<file path="src/shared/galias_regs.svh">
`ifndef GALIAS_REGS_SVH
`define GALIAS_REGS_SVH

// Word offsets of the two alias registers on the CPU interface port
`define GALIAS_ACK_OFFSET        12'h00C
`define GALIAS_EOI_OFFSET        12'h010
// Field positions
`define GALIAS_ID_LSB            0
`define GALIAS_ID_MSB            9
`define GALIAS_CPU_LSB           10
`define GALIAS_CPU_MSB           12
// Highest software-generated interrupt ID
`define GALIAS_SOFT_MAX_ID       10'h00F
// Spurious ID returned when nothing is signalled
`define GALIAS_SPURIOUS_ID       10'h3FF
// Reset value of the read data register
`define GALIAS_RDATA_RESET       32'h0000_0000

`endif

</file>
<file path="src/shared/galias_if.sv">
interface galias_if;
  logic        rdEn;
  logic        wrEn;
  logic        secure;
  logic [11:0] addr;
  logic [31:0] wdata;
  logic [31:0] rdata;
  logic        rvalid;

  modport device (
    input  rdEn,
    input  wrEn,
    input  secure,
    input  addr,
    input  wdata,
    output rdata,
    output rvalid
  );

  modport host (
    output rdEn,
    output wrEn,
    output secure,
    output addr,
    output wdata,
    input  rdata,
    input  rvalid
  );
endinterface

</file>
<file path="src/galias_device.sv">
`include "galias_regs.svh"

// Behaviour
// - Software interrupt acknowledge returns ID and requester CPU
// - Other acknowledges return zero requester field
// - Acknowledge control zero: alias write drops priority
// - Completion mode zero: alias write also deactivates
// - Secure primary completion never touches group1 priorities
// - Software completes most recent group1 acknowledge
// - Alias write uses secure completion mode bit
// - Alias completion accepted from secure accesses only
// - Software returns software interrupt requester unchanged
// - Software writes zero requester for other interrupts
// - Software writes acknowledged ID to ID field
// - Only last acknowledged value may be written
// - Alias acknowledge read acknowledges the interrupt
module galias_device (
  input  wire logic  core_clk,
  input  wire logic  rstn,
  input  wire logic  clkEn,
  galias_if.device   bus,
  input  wire logic  pendValid,
  input  wire logic  [9:0] pendId,
  input  wire logic  [2:0] pendCpu,
  input  wire logic  ackControl,
  input  wire logic  secureCompletionMode,
  input  wire logic  primaryEoiWrite,
  output logic       ackPulse,
  output logic [9:0] ackId,
  output logic [2:0] ackCpu,
  output logic       dropPulse,
  output logic       deactPulse,
  output logic [9:0] eoiId,
  output logic [2:0] eoiCpu,
  output logic       group0DropPulse
);

  // --------------------------------------------------------------
  // Decode
  // --------------------------------------------------------------
  logic        ackRead;
  logic        eoiWrite;
  logic        isSoftInt;
  logic [31:0] ackWord;

  // Alias registers act on secure accesses only
  assign ackRead  = clkEn && bus.rdEn && bus.secure &&
                    (bus.addr == `GALIAS_ACK_OFFSET);
  assign eoiWrite = clkEn && bus.wrEn && bus.secure &&
                    (bus.addr == `GALIAS_EOI_OFFSET);
  assign isSoftInt = pendId <= `GALIAS_SOFT_MAX_ID;

  // Assemble acknowledge word
  always_comb begin
    ackWord = 32'h0000_0000;
    if (pendValid) begin
      ackWord[`GALIAS_ID_MSB:`GALIAS_ID_LSB] = pendId;
      ackWord[`GALIAS_CPU_MSB:`GALIAS_CPU_LSB] =
        isSoftInt ? pendCpu : 3'h0;
    end else begin
      ackWord[`GALIAS_ID_MSB:`GALIAS_ID_LSB] = `GALIAS_SPURIOUS_ID;
    end
  end

  // --------------------------------------------------------------
  // Read data path
  // --------------------------------------------------------------
  always_ff @(posedge core_clk) begin
    if (!rstn) begin
      bus.rdata  <= `GALIAS_RDATA_RESET;
      bus.rvalid <= 1'b0;
    end else if (clkEn) begin
      bus.rvalid <= bus.rdEn;
      // Unmapped or non-secure reads return zero
      bus.rdata  <= ackRead ? ackWord : 32'h0000_0000;
    end
  end

  // --------------------------------------------------------------
  // Acknowledge event
  // --------------------------------------------------------------
  always_ff @(posedge core_clk) begin
    if (!rstn) begin
      ackPulse <= 1'b0;
      ackId    <= 10'h000;
      ackCpu   <= 3'h0;
    end else if (clkEn) begin
      ackPulse <= ackRead && pendValid;
      if (ackRead && pendValid) begin
        ackId  <= pendId;
        ackCpu <= isSoftInt ? pendCpu : 3'h0;
      end
    end
  end

  // --------------------------------------------------------------
  // Completion event
  // --------------------------------------------------------------
  always_ff @(posedge core_clk) begin
    if (!rstn) begin
      dropPulse  <= 1'b0;
      deactPulse <= 1'b0;
      eoiId      <= 10'h000;
      eoiCpu     <= 3'h0;
    end else if (clkEn) begin
      dropPulse  <= eoiWrite && !ackControl;
      deactPulse <= eoiWrite && !ackControl &&
                    !secureCompletionMode;
      if (eoiWrite) begin
        // Reserved bits dropped here
        eoiId  <= bus.wdata[`GALIAS_ID_MSB:`GALIAS_ID_LSB];
        eoiCpu <= bus.wdata[`GALIAS_CPU_MSB:`GALIAS_CPU_LSB];
      end
    end
  end

  // --------------------------------------------------------------
  // Secure primary completion goes to group 0 only
  // --------------------------------------------------------------
  always_ff @(posedge core_clk) begin
    if (!rstn) begin
      group0DropPulse <= 1'b0;
    end else if (clkEn) begin
      group0DropPulse <= primaryEoiWrite;
    end
  end

endmodule

</file>
<file path="src/flat_wrapper.sv">
// flat-port wrapper written by rule: the top's interface ports become plain ports
module galias_device_flat 
  (core_clk, rstn, clkEn, pendValid, pendId, pendCpu, ackControl, secureCompletionMode, primaryEoiWrite, ackPulse, ackId, ackCpu, dropPulse, deactPulse, eoiId, eoiCpu, group0DropPulse, bus_rdEn, bus_wrEn, bus_secure, bus_addr, bus_wdata, bus_rdata, bus_rvalid);
  galias_if bus_i ();
  input  wire logic core_clk;
  input  wire logic rstn;
  input  wire logic clkEn;
  input  wire logic pendValid;
  input  wire logic  [9:0] pendId;
  input  wire logic  [2:0] pendCpu;
  input  wire logic ackControl;
  input  wire logic secureCompletionMode;
  input  wire logic primaryEoiWrite;
  output logic ackPulse;
  output logic [9:0] ackId;
  output logic [2:0] ackCpu;
  output logic dropPulse;
  output logic deactPulse;
  output logic [9:0] eoiId;
  output logic [2:0] eoiCpu;
  output logic group0DropPulse;
  input wire logic [$bits(bus_i.rdEn)-1:0] bus_rdEn;
  input wire logic [$bits(bus_i.wrEn)-1:0] bus_wrEn;
  input wire logic [$bits(bus_i.secure)-1:0] bus_secure;
  input wire logic [$bits(bus_i.addr)-1:0] bus_addr;
  input wire logic [$bits(bus_i.wdata)-1:0] bus_wdata;
  output wire logic [$bits(bus_i.rdata)-1:0] bus_rdata;
  output wire logic [$bits(bus_i.rvalid)-1:0] bus_rvalid;
  assign bus_i.rdEn = bus_rdEn;
  assign bus_i.wrEn = bus_wrEn;
  assign bus_i.secure = bus_secure;
  assign bus_i.addr = bus_addr;
  assign bus_i.wdata = bus_wdata;
  assign bus_rdata = bus_i.rdata;
  assign bus_rvalid = bus_i.rvalid;
  galias_device u_core (.core_clk(core_clk), .rstn(rstn), .clkEn(clkEn), .bus(bus_i), .pendValid(pendValid), .pendId(pendId), .pendCpu(pendCpu), .ackControl(ackControl), .secureCompletionMode(secureCompletionMode), .primaryEoiWrite(primaryEoiWrite), .ackPulse(ackPulse), .ackId(ackId), .ackCpu(ackCpu), .dropPulse(dropPulse), .deactPulse(deactPulse), .eoiId(eoiId), .eoiCpu(eoiCpu), .group0DropPulse(group0DropPulse));
endmodule
</file>
<file path="config.mk">
export PLATFORM = sky130hd
export DESIGN_NAME = galias_device_flat
export DESIGN_NICKNAME = d
export VERILOG_FILES = /design/src/shared/galias_if.sv /design/src/galias_device.sv /design/src/flat_wrapper.sv
export VERILOG_INCLUDE_DIRS = /design/src /design/src/shared
export SDC_FILE = /design/constraint.sdc
export NUM_CORES = 1
export LEC_CHECK = 0
export BUFFER_PORTS_ARGS = -buffer_cell sky130_fd_sc_hd__buf_2
export CAP_MARGIN = 20
export CORE_AREA = 2 2 76 78
export CTS_CLUSTER_DIAMETER = 120
export DETAILED_ROUTE_END_ITERATION = 8
export DIE_AREA = 0 0 78 80
export GPL_ROUTABILITY_DRIVEN = 1
export PLACE_DENSITY_LB_ADDON = 0.15
export SYNTH_ARGS = -nofsm -noshare
export SYNTH_HDL_FRONTEND = slang
export SYNTH_SLANG_ARGS = --single-unit
</file>
<file path="constraint.sdc">
create_clock -name core_clk -period 1.3 [get_ports core_clk]
set_clock_uncertainty 0.05 [all_clocks]
set_input_delay 0.13 -clock core_clk [delete_from_list [all_inputs] [get_ports core_clk]]
set_output_delay 0.13 -clock core_clk [all_outputs]
set_load 0.02 [all_outputs]
</file>
==> results of run 1 <==
## where the power goes
part	switching (mW)	leakage (nW)	internal [mW]	total, mW
combinational	0.189	0.915	0.127	0.316
sequential	0.00799	0.356	1.36	1.37
clock	0.474	0.0614	0.628	1.10
## how the worst max path moves through the flow
stage,from,to,slack (ps),depth (start not counted)
after global routing,bus_addr[1],u_core.ackId[8],10,5
after global placement,bus_addr[7],u_core.bus.rdata[12],-210,5
final,bus_addr[7],u_core.ackId[0],110,5
after floorplan,bus_addr[10],u_core.bus.rdata[10],30,6
after detailed placement,bus_addr[7],u_core.bus.rdata[12],-240,5
after CTS,bus_addr[7],u_core.bus.rdata[11],80,5
## routing by layer
metal	global-route usage [%]	wire [um]
met4	5.79	63
met5	0	0
met3	5.66	400
met2	26.0	2220
met1	20.2	2220
## worst max-delay path: stages
cell	delay, ps
buf_2	100
nor4_2	300
and4_1	380
nand3_4	230
mux2i_1	170
## sequential cells by signal (all words and copies together) (netlist names)
name	flops
u_core.ackCpu	3
u_core.ackId	10
u_core.ackPulse	1
u_core.bus.rdata	13
u_core.bus.rvalid	1
u_core.deactPulse	1
u_core.dropPulse	1
u_core.eoiCpu	3
u_core.eoiId	10
u_core.group0DropPulse	1
## area by class of cell
class | count | share of cell area [%]
Clock buffer | 6 | 3.11
Clock inverter | 2 | 1.46
Inverter | 2 | 0.283
Multi-Input combinational cell | 158 | 35.5
Sequential cell | 44 | 33.2
Tap cell | 72 | 3.39
Timing Repair Buffer | 108 | 23.0
## metrics by stage
stage / utilization [%] / setup WS (ps) / cell area, um^2 / hold WS [ps]
after floorplan: - / 29.0 / 2060 / 190
after global placement: 46.6 / -207 / 2520 / 299
after detailed placement: 46.6 / -236 / 2520 / 306
after CTS: 49.1 / 76.4 / 2650 / 1.21
after global routing: 49.1 / 14.3 / 2650 / 9.73
final: 49.1 / 115 / 2650 / 5.70
## synth_stat cells
| master | instances |
|---|---|
| nor2b_1 | 4 |
| inv_1 | 2 |
| nor4b_4 | 1 |
| o21a_1 | 1 |
| and4_1 | 2 |
| nor4_2 | 1 |
| and3b_1 | 1 |
| nand4_1 | 1 |
| and4bb_2 | 1 |
| or4b_1 | 1 |
| buf_6 | 1 |
| a21boi_0 | 13 |
| a21boi_1 | 1 |
| nor3_1 | 2 |
| nor2_1 | 13 |
| nand2_1 | 25 |
| a31oi_1 | 3 |
| o32ai_1 | 1 |
| clkbuf_1 | 10 |
| a22o_1 | 3 |
| and2_1 | 1 |
| o21ai_0 | 21 |
| a21o_1 | 3 |
| nand3b_1 | 8 |
| buf_2 | 1 |
| and3_1 | 2 |
| buf_4 | 23 |
| o22ai_1 | 1 |
| mux2i_1 | 12 |
| o21ai_2 | 1 |
| conb_1 | 1 |
| nand3_1 | 14 |
| nor4_1 | 1 |
| nand3_4 | 1 |
| dfxtp_1 | 44 |
## what timing repair did
action / in CTS / in global routing
hold buffers: 1 / 0
endpoints found under the setup margin: 0 / 6
hold endpoints to repair: 1 / 0
gates resized for setup: 0 / 1
## cells by family after synthesis
family                 Yosys count  synth area share [%]
flip-flops                      44                  44.3
AND/OR/NAND/NOR                 79                  22.2
buffers and inverters           37                  11.8
AO/OA/AOI/OAI                   48                  15.5
other                            1                 0.188
multiplexers                    12                  6.04
==> reports/qor.txt, run 1 <==
Worst vdd ir = 0.529 mV
Vias in the first global route = 1,713
Post-Syn Area = 1990 um^2
Register area share after synthesis = 44.3%
YS warnings = 0
Initial antenna violation count = 0
Data required time at the worst endpoint = 1430 ps
Final worst-path cycle share = 91.2%
Post-DP HPWL = 3570 um
Via/cell ratio = 4.63
Worst Path Arrival = 1320 ps
Setup TNS = 0 ps
TritonRoute pass-1 iters = 4
Setup CP Type = input port to register
Die X = 78 um
Min-Delay Endpoint = u_core.ackCpu[1]
Non-Filler Instances = 392
Root buffer cell = clkbuf_8
Pin count of the biggest net entering global routing = 44
Reg2Reg Capture Point = u_core.deactPulse
RSZ-0062 raised after global routing = no
Average wire per standard cell = 12.5 um
Commonest cells after routing, fill and taps aside = 91 x buf_2, 44 x dfxtp_1, 25 x nand2_1
CTS max path bufs = 2
Core area = 5410 um^2
GRT Total Usage = 16.2%
DR DRC count = 0
Clock sinks = 44
HP Start = pendCpu[1]
Rows = 27
Starting Density = 36.8%
Layout fillers = 559
Total CTS buffers = 5
Diode count = 0
Hold Crit Class = input port to register
Placed cells = 383
Nets = 386
Most common cell after layout, fill and taps aside = buf_2
Hold Path Stages = 2
Final WL = 4900 um
Avg Inst Size Synth = 9.00 um^2
R2r setup slk = 550 ps
R2r startpoint = u_core.deactPulse
RePlAce Congestion = 0.755
Syn-to-layout area delta = 33.4%
Netlist cell types = 35
Multi-input gate area = 943 um^2
Crit-path max FO = 11
Pwr dens = 1050 nW/um^2
Mapped Cells = 221
First-pass GRT wire length = 7930 um
Vias = 1,815
Fmax = 0.844 GHz
Worst skew pair latency = 290 ps
Cell taking the most area after synthesis = dfxtp_1
Final setup viols = 0
Yosys top cell area share = 44.3%
DRT antenna net count = 0
IO Pins = 130
CP Capture Type = register
CTS tree = built
Storage element area = 881 um^2
DR iter-0 viols = 62
Synth top area cells = dfxtp_1 44%, buf_4 8.7%, mux2i_1 6.0%
Port Buffers = 91
Global route total overflow = 0
Final hold vios = 0
Post-CTS Setup Bufs = 0
Reg2reg path depth = 2
Final min period = 1190 ps
Flops & latches, synth = 44
Die Y = 80 um
Max Cap Viol = 0
Leakage = 1.33 nW
Pwr Total = 2.79 mW
Share of cells above drive strength 1 = 37.8%
Die area = 6240 um^2
Clk pin slew, worst setup/hold paths = 80 ps
Status = completed
Element type at the critical path start = input port
Max Slew Vio Count = 0
H-Tree Depth = 2
No activity file was read; power rests on OpenSTA's default activity.
==> run 2, diff against run 1 <==
CELL_PAD_IN_SITES_DETAIL_PLACEMENT = 0   (was default)
CELL_PAD_IN_SITES_GLOBAL_PLACEMENT = 1   (was default)
CORE_AREA = 2 2 91 93   (was 2 2 76 78)
DIE_AREA = 0 0 93 95   (was 0 0 78 80)
RECOVER_POWER = 25   (was default)
==> run 2 against run 1 <==
Compared with the run above: worst setup slack got worse by 38 ps; routed wire length rose by 12%; via count rose by 0.44%; die area rose by 42%; sequential power barely moved.
==> reports/qor.txt, run 2 (synthesis results as in run 1) <==
DR DRC count = 0 (unchanged)
Final worst-path cycle share = 94.1% (+2.9 points)
Via/cell ratio = 4.26 (-8.0%)
Worst skew pair latency = 290 ps (about the same)
Met1 Track Usage GR = 16.9% (-3.4 points)
Max reg flops = 13 (unchanged)
Rows = 33 (+22%)
Max Cap Viol = 0 (unchanged)
Met2 usage in global routing = 19.5% (-6.5 points)
Share of cells above drive strength 1 = 31.6% (-6.2 points)
Worst Path Arrival = 1420 ps (+100 ps)
Post-DP HPWL = 4120 um (+16%)
Initial antenna violation count = 0 (unchanged)
First-pass GRT wire length = 8490 um (+7.1%)
Clock sinks = 44 (unchanged)
Diode count = 0 (unchanged)
Post-CTS Setup Bufs = 0 (unchanged)
Starting Density = 25.1% (-12 points)
Die X = 93 um (+19%)
Global route total overflow = 0 (unchanged)
Most common cell after layout, fill and taps aside = buf_2
Nets = 389 (+0.78%)
H-Tree Depth = 2 (unchanged)
CTS max path bufs = 2 (unchanged)
Total CTS buffers = 5 (unchanged)
Clk pin slew, worst setup/hold paths = 90 ps (about the same)
Vias = 1,823 (+0.44%)
Commonest cells after routing, fill and taps aside = 71 x buf_2, 44 x dfxtp_1, 25 x nand2_1
Crit-path max FO = 6 (-5)
GRT busiest layer = met2
Die Y = 95 um (+19%)
Status = completed
Pin count of the biggest net entering global routing = 44 (unchanged)
DR iter-0 viols = 68 (+9.7%)
Core area = 7930 um^2 (+47%)
Hold Crit Class = input port to register
Final min period = 1220 ps (+37.6 ps)
Element type at the critical path start = input port
Largest Register = u_core.bus.rdata
Leakage = 1.24 nW (-6.6%)
Worst vdd ir = 0.412 mV (-22%)
Syn-to-layout area delta = 33.5% (about the same)
Setup CP Type = input port to register
Vias in the first global route = 1,731 (+1.1%)
Met3 usage = 2.87% (-2.8 points)
Final setup viols = 0 (unchanged)
Average wire per standard cell = 12.9 um (+3.0%)
Layout fillers = 900 (+61%)
Data required time at the worst endpoint = 1500 ps (+70 ps)
DRT antenna net count = 0 (unchanged)
Fmax = 0.818 GHz (-3.1%)
Root buffer cell = clkbuf_8
Setup TNS = 0 ps (unchanged)
RePlAce Congestion = 0.713 (-5.6%)
RSZ-0062 raised after global routing = no
Post-DP Area = 2560 um^2 (+1.7%)
Die area = 8840 um^2 (+42%)
Final WL = 5510 um (+12%)
Final hold vios = 0 (unchanged)
Port Buffers = 91 (unchanged)
CP Capture Type = register
Largest regs = u_core.bus.rdata x13, u_core.ackId x10, u_core.eoiId x10
Pwr dens = 983 nW/um^2 (-6.5%)
TritonRoute pass-1 iters = 4 (unchanged)
CTS tree = built
Max Slew Vio Count = 0 (unchanged)
IO Pins = 130 (unchanged)
GRT Total Usage = 12.5% (-3.7 points)
Final instance area = 2660 um^2 (about the same)
-- run 2: metrics by stage --
stage / util (%) / hold WS, ps / total power, mW / setup WS, ps / std cells
3_5_place_dp: 32.4 / 301 / 1.72 / -276 / 418
3_3_place_gp: 32.4 / 301 / 1.72 / -270 / 418
4_1_cts: 33.8 / 4.06 / 2.67 / 48.8 / 428
6_report: 33.5 / 14.8 / 2.61 / 77.1 / 428
5_1_grt: 33.5 / 13.8 / 2.75 / 5.14 / 428
2_1_floorplan: - / 190 / 1.62 / 29.0 / 239
-- run 2: routing by layer --
| metal | share of wire (%) | up-vias |
|---|---|---|
| li1 | - | 927 |
| met4 | 1.5 | 0 |
| met5 | 0 | - |
| met3 | 5.7 | 7 |
| met2 | 46 | 63 |
| met1 | 47 | 826 |
-- run 2: power by group --
| group | switching (mW) | leakage (nW) | total [mW] | internal (mW) |
|---|---|---|---|---|
| sequential | 0.00884 | 0.356 | 1.37 | 1.36 |
| combinational | 0.193 | 0.843 | 0.317 | 0.125 |
| clock | 0.488 | 0.0445 | 0.921 | 0.433 |
| total | 0.689 | 1.24 | 2.61 | 1.92 |
-- run 2: final cells by class --
cell class                      count  area, um^2  area share [%]
Clock inverter                      1        7.51           0.283
Clock buffer                        7        86.3            3.25
Multi-Input combinational cell    158         945            35.6
Tap cell                          105         131            4.95
Sequential cell                    44         881            33.2
Timing Repair Buffer              111         598            22.5
Inverter                            2        7.51           0.283
-- run 2: path summary, 6_finish.rpt --
check	start	endpoint	slack, ps	cells after the start
min	pendCpu[1]	u_core.ackCpu[1]	10	2
max reg2reg	u_core.ackCpu[0]	u_core.ackCpu[0]	540	3
max	pendId[7]	u_core.bus.rdata[12]	80	5
min reg2reg	u_core.ackId[3]	u_core.ackId[3]	410	2
-- run 2: worst max-delay path, stage by stage --
cell and delay (ps):
buf_2 110, or4b_1 510, nor3_1 200, and3_1 320, a22o_1 160
-- run 2: repair_timing --
item / 4_1_cts / 5_1_grt
gates resized for setup: 0 / 2
hold buffers: 2 / 0
setup endpoints to repair: 0 / 17
endpoints found under the hold margin: 3 / 0
